## src/pkg/pms_defs.svh

```systemverilog
`ifndef PMS_DEFS_SVH
`define PMS_DEFS_SVH

// ****************************************
// instruction codes and frame layout
// ****************************************
`define PMS_OP_SWITCH 8'h0b
`define PMS_OP_AUTH 8'h0c
`define PMS_LEN_STANDBY 4'h4
`define PMS_LEN_LOW_POWER_CARD_DETECT 4'h3
`define PMS_LEN_LISTEN 4'h3
`define PMS_LEN_AUTH 4'hc
`define PMS_IDX_MAX 4'hf
`define PMS_IDX_MODE 4'h0
`define PMS_IDX_P1 4'h1
`define PMS_IDX_P2 4'h2
`define PMS_IDX_P3 4'h3
`define PMS_AUTH_TYPE_IDX 4'h6
`define PMS_AUTH_BLOCK_IDX 4'h7
`define PMS_AUTH_UID_IDX 8

// ****************************************
// mode byte, sub-modes, masks
// ****************************************
`define PMS_MODE_STANDBY 8'h00
`define PMS_MODE_LOW_POWER_CARD_DETECT 8'h01
`define PMS_MODE_LISTEN 8'h02
`define PMS_SUB_EXIT 8'h00
`define PMS_SUB_SLEEP 8'h01
`define PMS_SUB_AWAKE 8'h02
`define PMS_WAKE_CNT_BIT 0
`define PMS_WAKE_RF_BIT 1
`define PMS_WAKE_RSV_MSB 7
`define PMS_WAKE_RSV_LSB 2
`define PMS_TECH_RSV_MSB 7
`define PMS_TECH_RSV_LSB 4
`define PMS_CNT_MIN 16'h0001
`define PMS_CNT_MAX 16'h0a82
`define PMS_KEY_A 8'h60
`define PMS_KEY_B 8'h61

// ****************************************
// authentication status byte
// ****************************************
`define PMS_AUTH_OK 8'h00
`define PMS_AUTH_DENIED 8'h01
`define PMS_AUTH_TIMEOUT 8'h02

// ****************************************
// timing
// ****************************************
`define PMS_MS_NS 1000000
`define PMS_CLK_NS 40

// ****************************************
// register map and fields
// ****************************************
`define PMS_REG_CTRL 8'h00
`define PMS_REG_STATUS 8'h04
`define PMS_REG_WAKE 8'h08
`define PMS_REG_LISTEN 8'h0c
`define PMS_CTRL_EN_BIT 0
`define PMS_CTRL_CLR_IRQ_BIT 1
`define PMS_CTRL_CLR_EXC_BIT 2
`define PMS_CTRL_EN_RST 1'b1

`endif

```

## src/pkg/pms_pkg.sv

```systemverilog
package pms_pkg;

  typedef enum logic [3:0] {
    PMS_IDLE,
    PMS_PARSE,
    PMS_SKIP,
    PMS_CHECK,
    PMS_AUTH_WAIT,
    PMS_STANDBY,
    PMS_LOW_POWER_CARD_DETECT,
    PMS_LISTEN,
    PMS_LISTEN_SLEEP,
    PMS_LISTEN_HOLD
  } pms_state_t;

endpackage

```

## src/hdl/pms_wake_timer.sv

```systemverilog
`timescale 1ns/1ns
module pms_wake_timer #(
  parameter int unsigned MS_CYCLES = 25000
) (
  input wire logic clk,
  input wire logic resetn,
  input wire logic start,
  input wire logic run,
  input wire logic [15:0] ms_count,
  output logic expired
);

  logic [31:0] pre_reg;
  logic [15:0] cnt_reg;
  logic ms_tick;

  // ****************************************
  // millisecond enable and down counter
  // ****************************************
  assign ms_tick = run && (pre_reg == 32'(MS_CYCLES - 1));
  // a zero load never expires
  assign expired = ms_tick && (cnt_reg == 16'h0001);

  always_ff @(posedge clk or negedge resetn) begin
    if (!resetn) begin
      pre_reg <= 32'h0;
      cnt_reg <= 16'h0;
    end else if (start) begin
      pre_reg <= 32'h0;
      cnt_reg <= ms_count;
    end else if (run) begin
      pre_reg <= ms_tick ? 32'h0 : pre_reg + 32'h1;
      if (ms_tick && cnt_reg != 16'h0) begin
        cnt_reg <= cnt_reg - 16'h1;
      end
    end
  end

endmodule

```

## src/hdl/pms_mode_cmd.sv

```systemverilog
`timescale 1ns/1ns
`include "pms_defs.svh"
// Function
// - mode-switch frame: code 0x0B, mode byte, then mode-dependent parameter bytes
// - mode switch only leaves normal operation, never returns to it
// - standby, card detection or listen end by themselves back to normal operation
// - mode byte 0 standby, 1 card detection, 2 listen; others rejected
// - standby takes wake mask then two-byte millisecond counter, 1 to 2690
// - wake mask: bit1 wakes on RF field, bit0 on counter, rest reserved zero
// - standby counter always sent, ignored when counter wake is off
// - end of standby, card detection or listen raises the interrupt
// - card detection counter sets period between attempts, 1 to 2690
// - listen mode takes technology mask and sub-mode 0 to 2
// - sub-mode 0 ends listening once the RF field is gone
// - sub-mode 1 sleeps without field, listens again when field returns
// - sub-mode 2 like sub-mode 1 but stays awake without field
// - technology mask: bit3 active F, bit2 active A, bit1 F, bit0 A
// - authentication frame: code 0x0C, six key bytes, key type 0x60 or 0x61
// - then block address, four id bytes; one status byte answered
// - violated parameter conditions raise an exception, nothing performed
// - status byte 0 success, 1 permission denied, 2 card timeout
module pms_mode_cmd #(
  parameter int unsigned MS_CYCLES = `PMS_MS_NS / `PMS_CLK_NS
) (
  input wire logic CLK,
  input wire logic RESETN,
  input wire logic RX_VALID,
  input wire logic [7:0] RX_BYTE,
  input wire logic RX_LAST,
  output logic TX_VALID,
  output logic [7:0] TX_BYTE,
  output logic IRQ,
  output logic EXC,
  input wire logic RF_FIELD,
  input wire logic CARD_DETECTED,
  input wire logic LISTEN_DONE,
  input wire logic AUTH_DONE,
  input wire logic AUTH_DENIED,
  input wire logic AUTH_TIMEOUT,
  output logic AUTH_START,
  output logic [47:0] AUTH_KEY,
  output logic AUTH_KEY_B,
  output logic [7:0] AUTH_BLOCK,
  output logic [31:0] AUTH_UID,
  output logic SLEEP,
  output logic LOW_POWER_CARD_DETECT_PROBE,
  output logic LISTEN_ACTIVE,
  output logic [3:0] LISTEN_TECH,
  input wire logic [7:0] ADDR,
  input wire logic [31:0] WDATA,
  input wire logic WR,
  input wire logic RD,
  output logic [31:0] RDATA
);

  pms_pkg::pms_state_t state_reg;
  pms_pkg::pms_state_t state_next;
  logic auth_cmd_reg;
  logic [3:0] idx_reg;
  logic [7:0] mode_reg;
  logic [7:0] wctrl_reg;
  logic [15:0] wcnt_reg;
  logic [7:0] tech_reg;
  logic [7:0] sub_reg;
  logic [7:0] auth_buf [0:11];
  logic irq_reg;
  logic exc_flag_reg;
  logic exc_pulse_reg;
  logic tx_valid_reg;
  logic [7:0] tx_byte_reg;
  logic [7:0] auth_status_reg;
  logic auth_start_reg;
  logic en_reg;
  logic [31:0] rdata_reg;

  // ****************************************
  // frame decode
  // ****************************************
  wire take = RX_VALID && en_reg;
  wire op_switch = RX_BYTE == `PMS_OP_SWITCH;
  wire op_auth = RX_BYTE == `PMS_OP_AUTH;
  wire op_known = op_switch || op_auth;
  wire in_idle = state_reg == pms_pkg::PMS_IDLE;
  wire in_parse = state_reg == pms_pkg::PMS_PARSE;
  wire in_check = state_reg == pms_pkg::PMS_CHECK;
  wire in_standby = state_reg == pms_pkg::PMS_STANDBY;
  wire in_low_power_card_detect = state_reg == pms_pkg::PMS_LOW_POWER_CARD_DETECT;
  wire in_listen = state_reg == pms_pkg::PMS_LISTEN;
  wire in_lsleep = state_reg == pms_pkg::PMS_LISTEN_SLEEP;
  wire in_lhold = state_reg == pms_pkg::PMS_LISTEN_HOLD;
  wire in_mode = in_standby || in_low_power_card_detect || in_listen || in_lsleep || in_lhold;
  wire mode_sb = mode_reg == `PMS_MODE_STANDBY;
  wire mode_lp = mode_reg == `PMS_MODE_LOW_POWER_CARD_DETECT;
  wire mode_li = mode_reg == `PMS_MODE_LISTEN;
  wire param_wr = in_parse && RX_VALID;

  // ****************************************
  // parameter checks, evaluated on the full frame
  // ****************************************
  wire cnt_ok = (wcnt_reg >= `PMS_CNT_MIN) && (wcnt_reg <= `PMS_CNT_MAX);
  wire wake_cnt_en = wctrl_reg[`PMS_WAKE_CNT_BIT];
  wire wake_rf_en = wctrl_reg[`PMS_WAKE_RF_BIT];
  wire wctrl_ok = wctrl_reg[`PMS_WAKE_RSV_MSB:`PMS_WAKE_RSV_LSB] == '0;
  wire tech_ok = tech_reg[`PMS_TECH_RSV_MSB:`PMS_TECH_RSV_LSB] == '0;
  wire sub_ok = sub_reg <= `PMS_SUB_AWAKE;
  wire sb_ok = (idx_reg == `PMS_LEN_STANDBY) && wctrl_ok && (!wake_cnt_en || cnt_ok);
  wire lp_ok = (idx_reg == `PMS_LEN_LOW_POWER_CARD_DETECT) && cnt_ok;
  wire li_ok = (idx_reg == `PMS_LEN_LISTEN) && tech_ok && sub_ok;
  wire switch_ok = (mode_sb && sb_ok) || (mode_lp && lp_ok) || (mode_li && li_ok);
  wire [7:0] key_type_byte = auth_buf[`PMS_AUTH_TYPE_IDX];
  wire key_ok = (key_type_byte == `PMS_KEY_A) || (key_type_byte == `PMS_KEY_B);
  wire auth_ok = (idx_reg == `PMS_LEN_AUTH) && key_ok;
  wire frame_ok = auth_cmd_reg ? auth_ok : switch_ok;

  // ****************************************
  // mode timing and exits
  // ****************************************
  logic expired;
  wire timer_start = in_check || (in_low_power_card_detect && expired);
  wire timer_run = in_standby || in_low_power_card_detect;
  wire sb_wake = (wake_rf_en && RF_FIELD) || (wake_cnt_en && expired);
  wire lp_hit = in_low_power_card_detect && expired && CARD_DETECTED;
  wire mode_end = in_mode && (state_next == pms_pkg::PMS_IDLE);
  wire exc_event = (in_idle && take && op_known && RX_LAST) || (in_check && !frame_ok);
  wire [7:0] auth_code = AUTH_TIMEOUT ? `PMS_AUTH_TIMEOUT :
                         AUTH_DENIED ? `PMS_AUTH_DENIED : `PMS_AUTH_OK;

  pms_wake_timer #(
    .MS_CYCLES(MS_CYCLES)
  ) u_timer (
    .clk(CLK),
    .resetn(RESETN),
    .start(timer_start),
    .run(timer_run),
    .ms_count(wcnt_reg),
    .expired(expired)
  );

  // ****************************************
  // control state machine
  // ****************************************
  always_comb begin
    state_next = state_reg;
    unique case (state_reg)
      pms_pkg::PMS_IDLE: begin
        if (take) begin
          if (op_known) begin
            state_next = RX_LAST ? pms_pkg::PMS_IDLE : pms_pkg::PMS_PARSE;
          end else if (!RX_LAST) begin
            state_next = pms_pkg::PMS_SKIP;
          end
        end
      end
      pms_pkg::PMS_PARSE: begin
        if (RX_VALID && RX_LAST) begin
          state_next = pms_pkg::PMS_CHECK;
        end
      end
      pms_pkg::PMS_SKIP: begin
        if (RX_VALID && RX_LAST) begin
          state_next = pms_pkg::PMS_IDLE;
        end
      end
      pms_pkg::PMS_CHECK: begin
        if (!frame_ok) begin
          state_next = pms_pkg::PMS_IDLE;
        end else if (auth_cmd_reg) begin
          state_next = pms_pkg::PMS_AUTH_WAIT;
        end else if (mode_sb) begin
          state_next = pms_pkg::PMS_STANDBY;
        end else if (mode_lp) begin
          state_next = pms_pkg::PMS_LOW_POWER_CARD_DETECT;
        end else begin
          state_next = pms_pkg::PMS_LISTEN;
        end
      end
      pms_pkg::PMS_AUTH_WAIT: begin
        if (AUTH_DONE) begin
          state_next = pms_pkg::PMS_IDLE;
        end
      end
      pms_pkg::PMS_STANDBY: begin
        if (sb_wake) begin
          state_next = pms_pkg::PMS_IDLE;
        end
      end
      pms_pkg::PMS_LOW_POWER_CARD_DETECT: begin
        if (lp_hit) begin
          state_next = pms_pkg::PMS_IDLE;
        end
      end
      pms_pkg::PMS_LISTEN: begin
        if (LISTEN_DONE) begin
          state_next = pms_pkg::PMS_IDLE;
        end else if (!RF_FIELD) begin
          if (sub_reg == `PMS_SUB_EXIT) begin
            state_next = pms_pkg::PMS_IDLE;
          end else if (sub_reg == `PMS_SUB_SLEEP) begin
            state_next = pms_pkg::PMS_LISTEN_SLEEP;
          end else begin
            state_next = pms_pkg::PMS_LISTEN_HOLD;
          end
        end
      end
      pms_pkg::PMS_LISTEN_SLEEP: begin
        if (RF_FIELD) begin
          state_next = pms_pkg::PMS_LISTEN;
        end
      end
      pms_pkg::PMS_LISTEN_HOLD: begin
        if (RF_FIELD) begin
          state_next = pms_pkg::PMS_LISTEN;
        end
      end
      default: begin
        state_next = pms_pkg::PMS_IDLE;
      end
    endcase
  end

  // frames during a mode are dropped until the mode ends
  always_ff @(posedge CLK or negedge RESETN) begin
    if (!RESETN) begin
      state_reg <= pms_pkg::PMS_IDLE;
    end else begin
      state_reg <= state_next;
    end
  end

  // ****************************************
  // parameter capture
  // ****************************************
  always_ff @(posedge CLK or negedge RESETN) begin
    if (!RESETN) begin
      auth_cmd_reg <= 1'b0;
      idx_reg <= 4'h0;
    end else if (in_idle && take) begin
      auth_cmd_reg <= op_auth;
      idx_reg <= 4'h0;
    end else if (param_wr && idx_reg != `PMS_IDX_MAX) begin
      idx_reg <= idx_reg + 4'h1;
    end
  end

  always_ff @(posedge CLK or negedge RESETN) begin
    if (!RESETN) begin
      mode_reg <= 8'h0;
      wctrl_reg <= 8'h0;
      wcnt_reg <= 16'h0;
      tech_reg <= 8'h0;
      sub_reg <= 8'h0;
    end else if (param_wr && !auth_cmd_reg) begin
      if (idx_reg == `PMS_IDX_MODE) begin
        mode_reg <= RX_BYTE;
        wcnt_reg <= 16'h0;
      end else if (mode_sb) begin
        if (idx_reg == `PMS_IDX_P1) wctrl_reg <= RX_BYTE;
        if (idx_reg == `PMS_IDX_P2) wcnt_reg[7:0] <= RX_BYTE;
        if (idx_reg == `PMS_IDX_P3) wcnt_reg[15:8] <= RX_BYTE;
      end else if (mode_lp) begin
        if (idx_reg == `PMS_IDX_P1) wcnt_reg[7:0] <= RX_BYTE;
        if (idx_reg == `PMS_IDX_P2) wcnt_reg[15:8] <= RX_BYTE;
      end else begin
        if (idx_reg == `PMS_IDX_P1) tech_reg <= RX_BYTE;
        if (idx_reg == `PMS_IDX_P2) sub_reg <= RX_BYTE;
      end
    end
  end

  genvar k;
  generate
    for (k = 0; k < 12; k++) begin : g_auth
      always_ff @(posedge CLK or negedge RESETN) begin
        if (!RESETN) begin
          auth_buf[k] <= 8'h0;
        end else if (param_wr && auth_cmd_reg && idx_reg == 4'(k)) begin
          auth_buf[k] <= RX_BYTE;
        end
      end
      if (k < 6) begin : g_key
        assign AUTH_KEY[8*k +: 8] = auth_buf[k];
      end
      if (k >= `PMS_AUTH_UID_IDX) begin : g_uid
        assign AUTH_UID[8*(k-`PMS_AUTH_UID_IDX) +: 8] = auth_buf[k];
      end
    end
  endgenerate

  assign AUTH_KEY_B = key_type_byte == `PMS_KEY_B;
  assign AUTH_BLOCK = auth_buf[`PMS_AUTH_BLOCK_IDX];

  // ****************************************
  // events and answers
  // ****************************************
  always_ff @(posedge CLK or negedge RESETN) begin
    if (!RESETN) begin
      exc_pulse_reg <= 1'b0;
      auth_start_reg <= 1'b0;
      tx_valid_reg <= 1'b0;
    end else begin
      exc_pulse_reg <= exc_event;
      auth_start_reg <= in_check && frame_ok && auth_cmd_reg;
      tx_valid_reg <= (state_reg == pms_pkg::PMS_AUTH_WAIT) && AUTH_DONE;
    end
  end

  always_ff @(posedge CLK or negedge RESETN) begin
    if (!RESETN) begin
      tx_byte_reg <= 8'h0;
      auth_status_reg <= 8'h0;
    end else if ((state_reg == pms_pkg::PMS_AUTH_WAIT) && AUTH_DONE) begin
      tx_byte_reg <= auth_code;
      auth_status_reg <= auth_code;
    end
  end

  // ****************************************
  // register bus
  // ****************************************
  wire sel_ctrl = ADDR == `PMS_REG_CTRL;
  wire sel_status = ADDR == `PMS_REG_STATUS;
  wire sel_wake = ADDR == `PMS_REG_WAKE;
  wire sel_listen = ADDR == `PMS_REG_LISTEN;
  wire ctrl_wr = WR && sel_ctrl;
  wire clr_irq = ctrl_wr && WDATA[`PMS_CTRL_CLR_IRQ_BIT];
  wire clr_exc = ctrl_wr && WDATA[`PMS_CTRL_CLR_EXC_BIT];
  wire [31:0] status_word = {24'h0, 1'b0, !in_idle, mode_reg[1:0], LISTEN_ACTIVE, SLEEP, exc_flag_reg, irq_reg};
  wire [31:0] rd_mux = sel_ctrl ? {31'h0, en_reg} :
                       sel_status ? status_word :
                       sel_wake ? {8'h0, wcnt_reg, wctrl_reg} :
                       sel_listen ? {8'h0, auth_status_reg, sub_reg, tech_reg} : 32'h0;

  always_ff @(posedge CLK or negedge RESETN) begin
    if (!RESETN) begin
      en_reg <= `PMS_CTRL_EN_RST;
      rdata_reg <= 32'h0;
    end else begin
      if (ctrl_wr) en_reg <= WDATA[`PMS_CTRL_EN_BIT];
      rdata_reg <= RD ? rd_mux : 32'h0;
    end
  end

  // sticky flags: a new event wins over a clear
  always_ff @(posedge CLK or negedge RESETN) begin
    if (!RESETN) begin
      irq_reg <= 1'b0;
      exc_flag_reg <= 1'b0;
    end else begin
      irq_reg <= mode_end || (irq_reg && !clr_irq);
      exc_flag_reg <= exc_event || (exc_flag_reg && !clr_exc);
    end
  end

  // ****************************************
  // outputs
  // ****************************************
  assign TX_VALID = tx_valid_reg;
  assign TX_BYTE = tx_byte_reg;
  assign IRQ = irq_reg;
  assign EXC = exc_pulse_reg;
  assign AUTH_START = auth_start_reg;
  assign SLEEP = in_standby || in_low_power_card_detect || in_lsleep;
  assign LOW_POWER_CARD_DETECT_PROBE = in_low_power_card_detect && expired;
  assign LISTEN_ACTIVE = in_listen;
  assign LISTEN_TECH = tech_reg[3:0];
  assign RDATA = rdata_reg;

endmodule

```

## config.mk

```make
export PLATFORM = sky130hd
export DESIGN_NAME = pms_mode_cmd
export DESIGN_NICKNAME = d
export VERILOG_FILES = /design/src/pkg/pms_pkg.sv /design/src/hdl/pms_wake_timer.sv /design/src/hdl/pms_mode_cmd.sv
export VERILOG_INCLUDE_DIRS = /design/src /design/src/pkg
export SDC_FILE = /design/constraint.sdc
export NUM_CORES = 1
export LEC_CHECK = 0
export BUFFER_PORTS_ARGS = -buffer_cell sky130_fd_sc_hd__buf_4
export CAP_MARGIN = 20
export CORE_MARGIN = 8
export CORE_UTILIZATION = 55
export CTS_BUF_LIST = sky130_fd_sc_hd__clkbuf_2
export DETAILED_ROUTE_END_ITERATION = 8
export PLACE_DENSITY_LB_ADDON = 0.15
export SLEW_MARGIN = 40
export SYNTH_ARGS = -nofsm -noshare
export SYNTH_HDL_FRONTEND = slang
export SYNTH_HIERARCHICAL = 1
export SYNTH_SLANG_ARGS = --single-unit
```

## constraint.sdc

```tcl
create_clock -name CLK -period 4.6 [get_ports CLK]
set_input_delay 0.46 -clock CLK [delete_from_list [all_inputs] [get_ports CLK]]
set_output_delay 0.46 -clock CLK [all_outputs]
set_load 0.02 [all_outputs]
```

# Yosys cells after proc, flatten, opt, wreduce, memory -nomap -nowiden
# Index checks and enable logic that the tools add are counted.
# op_classes
addsub	3
n_lt_le_gt_ge	3
eq_ne	36
n_mux	41
bitwise_logic	3
n_reduce_logical	92
# op_table
cell	count
24-bit two-way mux	5
16-bit two-way mux	6
32-bit two-way mux	3
4-bit two-way mux	14
1-bit logical AND	48
4-bit one-hot mux with 9 select lines	1
32-bit by 1-bit adder with 32-bit output, second input constant	1
32-bit by 15-bit equality test with 1-bit output, second input constant	1
4-bit by 3-bit equality test with 1-bit output, second input constant	8
8-bit by 4-bit equality test with 1-bit output, second input constant	4
4-bit equality test, second input constant	7
8-bit logical NOT	3
8-bit two-way mux	3
16-bit by 1-bit equality test with 1-bit output, second input constant	1
4-bit by 2-bit equality test with 1-bit output, second input constant	4
8-bit by 1-bit equality test with 1-bit output, second input constant	2
8-bit by 7-bit equality test with 1-bit output, second input constant	2
16-bit by 1-bit greater-or-equal comparator with 1-bit output, second input constant	1
16-bit by 12-bit less-or-equal comparator with 1-bit output, second input constant	1
4-bit logical NOT	4
16-bit nonzero test	1
16-bit by 1-bit subtractor with 16-bit output, second input constant	1
1-bit logical OR	15
4-bit AND reduction	3
18 further kinds	39
# word_totals
regBits	239
in_bits	60
out_inout_bits	140
word_cells	209

# Logic depth before layout (Yosys ltp)
# depth
ltp_word	13
depth_mapped	17
mapped_depth_nobuf	13

# Modules after synthesis
# Netlist, hierarchy kept.
# by_module_without_submodules
module	n_inst	cells_each	area_each_um2	seq_area_each_um2
pms_mode_cmd	1	597	8060.2	4630.7
pms_wake_timer	1	310	2840.2	1201.2

# Worst setup path before layout
# OpenSTA, ideal clock, no wires.
# synth_path
path_kind	flip-flop to flip-flop
from	reg state_reg[0]
to	reg u_timer.pre_reg[17]
setup_time_ns	0.078
t_arrival_ns	3.759
required_ns	4.522
setup_slack_ns	0.763
stages_incl_launch_ff	17
n_path_buf	3
cell_sequence	dfrtp_1 clkbuf_1 xnor2_1 nor2_1 and4b_1 nand4_2 or2_1 buf_6 clkbuf_1 nor3_1 and3_1 nand2b_1 o2111ai_1 nor4_1 nand3_1 or3_1 a21oi_1
# synth_via
elab_chain_cells	7
elab_cells_between_ends	12
# synth_rtl
item	line	source
start, declared	pms_mode_cmd.sv:56	pms_pkg::pms_state_t state_reg;
start signal, assigned	pms_mode_cmd.sv:224	state_reg <= pms_pkg::PMS_IDLE;
start signal, assigned	pms_mode_cmd.sv:226	state_reg <= state_next;
4-bit by 3-bit equality test with 1-bit output, on equally long branches	pms_mode_cmd.sv:86, pms_mode_cmd.sv:87	
1-bit logical OR (*)	pms_mode_cmd.sv:120	wire timer_run = in_standby || in_low_power_card_detect;
via timer_run	pms_mode_cmd.sv:120	
1-bit logical AND (*)	pms_wake_timer.sv:20	assign ms_tick = run && (pre_reg == 32'(MS_CYCLES - 1));
1-bit logical AND (*)	pms_wake_timer.sv:22	assign expired = ms_tick && (cnt_reg == 16'h0001);
via expired	pms_mode_cmd.sv:118	logic expired;
1-bit logical AND (*)	--	
via LOW_POWER_CARD_DETECT_PROBE	pms_mode_cmd.sv:46	output logic LOW_POWER_CARD_DETECT_PROBE,
1-bit logical OR (*)	pms_mode_cmd.sv:119	wire timer_start = in_check || (in_low_power_card_detect && expired);
via timer_start	pms_mode_cmd.sv:119	
32-bit two-way mux or 2-bit nonzero test (tied branches)	--	
end signal, assigned	pms_wake_timer.sv:32	pre_reg <= ms_tick ? 32'h0 : pre_reg + 32'h1;
end, declared	pms_wake_timer.sv:13	logic [31:0] pre_reg;
# The timed path passes the listed nets; every way through them passes the cells marked *. The select of a mux whose other input is x is not followed.
# A chain may end at the register's enable or synchronous reset.

# Worst setup path after layout
# layout_path
from	reg state_reg[3]
to	reg u_timer.pre_reg[17]
# layout_via
elab_chain_cells	7
elab_cells_between_ends	12
# layout_rtl
item	line
4-bit by 3-bit equality test with 1-bit output, on equally long branches	pms_mode_cmd.sv:86, pms_mode_cmd.sv:87
1-bit logical OR (*)	pms_mode_cmd.sv:120
via timer_run	pms_mode_cmd.sv:120
1-bit logical AND (*)	pms_wake_timer.sv:20
1-bit logical AND (*)	pms_wake_timer.sv:22
via expired	pms_mode_cmd.sv:118
1-bit logical AND (*)	pms_mode_cmd.sv:119
1-bit logical OR (*)	pms_mode_cmd.sv:119
via timer_start	pms_mode_cmd.sv:119
32-bit two-way mux or 2-bit nonzero test (tied branches)	--
# Marks and branches as above.

==> impl_metrics.csv <==
group,metric,value,unit
global_routing,grt_pass1_wl,43.71,mm
floorplan,die_w,156.8,microns
synthesis,postSynthAreaPerCell,12.02,sq um
floorplan,fp.coreArea,19460,sq um
synthesis,synthCells,907,
placed_design,gp_congestion,0.8906,
clock_tree,postCtsSetupBuffers,0,
placed_design,hpwlAfterDp,18.73,mm
routing,via_count,7970,
synthesis,netlist_area,10900,sq um
timing,holdWs,0.1084,ns
pwr,report.power.total,6.525,mW
setup_path,cp_data_arrival_time,4.90,ns
hold_path,hold_end,"AUTH_KEY[44]$_DFFE_PN0P_",
setup_path,r2r_setup_slack,0.46,ns
setup_path,worstPathRequired,5.36,ns
floorplan,rows,51,
synthesis,synth_cell_types,75,
cells_and_area,post-route-util,66.96,%
clock_tree,clockRootBuffer,"clkbuf_2",
cells_and_area,largest_register_ffs,48,
global_routing,overflow,0,
setup_path,r2r_end,"u_timer/pre_reg[17]$_DFFE_PN0P_",
routing,initialDrtViolationCount,428,
setup_path,r2r-start,"state_reg[3]$_DFF_PN0_",
synthesis,synth_edf_count,0,
cells_and_area,syn_to_final_growth,19.56,%
clock_tree,cts_buffers,59,
timing,skew,0.03996,ns
pwr,powerDensity,500.6,nW/um^2
cells_and_area,final_area,13030,sq um
global_routing,grt_util_all_layers,22.55,%
clock_tree,insertion_delay,0.85,ns
cells_and_area,nets,1183,
synthesis,yosys_warnings,6,
setup_path,reg2regPathDepth,13,
clock_tree,cts.sinks,233,
placed_design,placed_cell_area,12270,sq um
pwr,peakVddDrop,0.3879,mV
timing,tns,0,ns
synthesis,seq_area_frac_synth,53.50,%
routing,avgRoutedWirePerCell,19.26,microns
placed_design,port_buffers,156,
floorplan,start_util,56.01,%
routing,drtAntennaViolNets,0,
global_routing,grt_pass1_vias,8247,
routing,finalWirelength,27.39,mm
cells_and_area,final_cell_mix,"dfrtp_1, buf_4, mux2_2",
clock_tree,cts_hold_buf,24,
synthesis,async_flop_share,100.0,%
routing,post-route-drc-count,0,
timing,maxSlewHeadroom,57.21,%
timing,final-setup-viol-count,0,
floorplan,top_level_ports,200,
clock_tree,cts_resized,0,
timing,rsz0062_at_grt,"no",
synthesis,ys.flop_type,"dfrtp_1",
routing,firstDrtPassIters,6,
cells_and_area,final_common_cell,"dfrtp_1",
run,maxCapViolCount,0,
setup_path,crit_type,"reg2reg",
timing,post-route-period-util,90.07,%
floorplan,dieHeight,156.8,microns
timing,hold_viol,0,
clock_tree,tritoncts,"yes",
timing,fin_crit,4.143,ns
clock_tree,htree_levels,2,
pwr,leakage,6.375,nW
hold_path,worstHoldStart,"RX_BYTE[4]",
clock_tree,clkTransAtPathRegs,0.10,ns
cells_and_area,fillers,1514,
global_routing,grt_max_degree,82,
timing,fmax,241.4,MHz
clock_tree,clockBufferDepth,3,
setup_path,critPathCaptureType,"register",
setup_path,critical_path_peak_fanout,9,
setup_path,start_kind,"register",
routing,viasPerCell,5.605,
status,status,"completed",
floorplan,die-area,24580,sq um
cells_and_area,drive_gt1_share,37.32,%
global_routing,antenna_found_initial,1,
hold_path,hp-class,"in2reg",
timing,slew_violations,0,
synthesis,ys_seq_elements,233,
timing,tightest_slew,0.6366,ns
hold_path,whs_path_depth,2,
cell families (layout without fill, tap and decap cells):
group                      after synthesis  after routing  synth area share [%]
xor gates and xnor gates                33             33                 2.652
DFF                                    233            233                 53.50
buffers and inverters                   70            305                 3.340
and+or+nand+nor                        306            306                 16.59
AOI/OAI and AO/OA                      101            101                 6.313
adders and majority gates                7              7                0.8035
other                                    1             16               0.03440
muxes                                  156            156                 16.77
cell type report:
type / instances / area, sq um / share of cell area, %
multi-input cells: 617 / 4757 / 36.50
clock inverters: 13 / 81.33 / 0.6240
inverters: 13 / 48.80 / 0.3744
repair buffers: 192 / 1541 / 11.83
diodes: 2 / 5.005 / 0.03840
flip-flops and latches: 233 / 5832 / 44.75
clock buffers: 87 / 435.4 / 3.341
well taps: 265 / 331.6 / 2.544
power by group:
group	internal (mW)	leakage (nW)	switching (mW)
combinational	1.03	2.87	1.23
sequential	2.51	3.11	0.363
clock	0.558	0.400	0.826
layer usage:
layer | vias up | global-route usage, % | part of all wire, % | routed length (microns)
li1 | 3712 | - | - | -
met1 | 3939 | 27.31 | 40 | 11000
met2 | 267 | 37.36 | 49 | 13540
met3 | 52 | 7.088 | 7.9 | 2175
met4 | 0 | 7.963 | 2.4 | 663
met5 | - | 0 | 0 | 0
worst max path at each step:
| stage | slack (ns) | to | start | cells past startpoint |
|---|---|---|---|---|
| 6_report | 0.46 | u_timer/pre_reg[17]$_DFFE_PN0P_ | state_reg[3]$_DFF_PN0_ | 13 |
| 5_1_grt | 0.11 | u_timer/pre_reg[17]$_DFFE_PN0P_ | state_reg[0]$_DFF_PN0_ | 13 |
| 4_1_cts | 0.45 | u_timer/pre_reg[17]$_DFFE_PN0P_ | state_reg[3]$_DFF_PN0_ | 13 |
| 3_5_place_dp | 0.50 | u_timer/pre_reg[17]$_DFFE_PN0P_ | state_reg[3]$_DFF_PN0_ | 13 |
| 3_3_place_gp | 0.62 | u_timer/pre_reg[17]$_DFFE_PN0P_ | state_reg[0]$_DFF_PN0_ | 13 |
| 2_1_floorplan | 0.76 | u_timer/pre_reg[17]$_DFFE_PN0P_ | state_reg[0]$_DFF_PN0_ | 16 |
worst max-delay path, stage by stage (launching register included):
cell	delay, ns
dfrtp_1	0.46
nand2b_1	0.20
nor2_1	0.20
and4b_1	0.23
nand4_2	0.23
or2_1	0.31
nor3_1	0.39
and3_1	0.24
nand2b_1	0.26
o2111ai_1	0.27
nor4_1	0.50
nand3_1	0.24
or3_1	0.35
a21oi_1	0.15
metrics by stage:
step	std cells	worst slack (ns)
after global routing	1422	0.1080
final	1422	0.4566
after floorplan	920	0.7626
after CTS	1420	0.4477
after global placement	1295	0.6156
after detailed placement	1296	0.4980
synthesized netlist by cell type, types with 10 or more instances:
library cell    n  area share [%]
a21oi_1        14            0.64
a22o_1         12            0.96
and2_1         10            0.57
and3_1         14            0.80
buf_4          18             1.2
clkbuf_1       26            0.90
dfrtp_1       232              53
inv_1          12            0.41
mux2_1         17             1.8
mux2_2        122              13
mux2_4         16             2.2
nand2_1        51             1.8
nand3_1        26             1.2
nand4_1        13            0.75
nor2_1         70             2.4
nor2b_1        13            0.75
nor4_1         21             1.2
o21ai_0        27             1.2
or4_1          15             1.0
xnor2_1        19             1.5
xor2_1         14             1.1
Power figures use the tool's default switching activity.
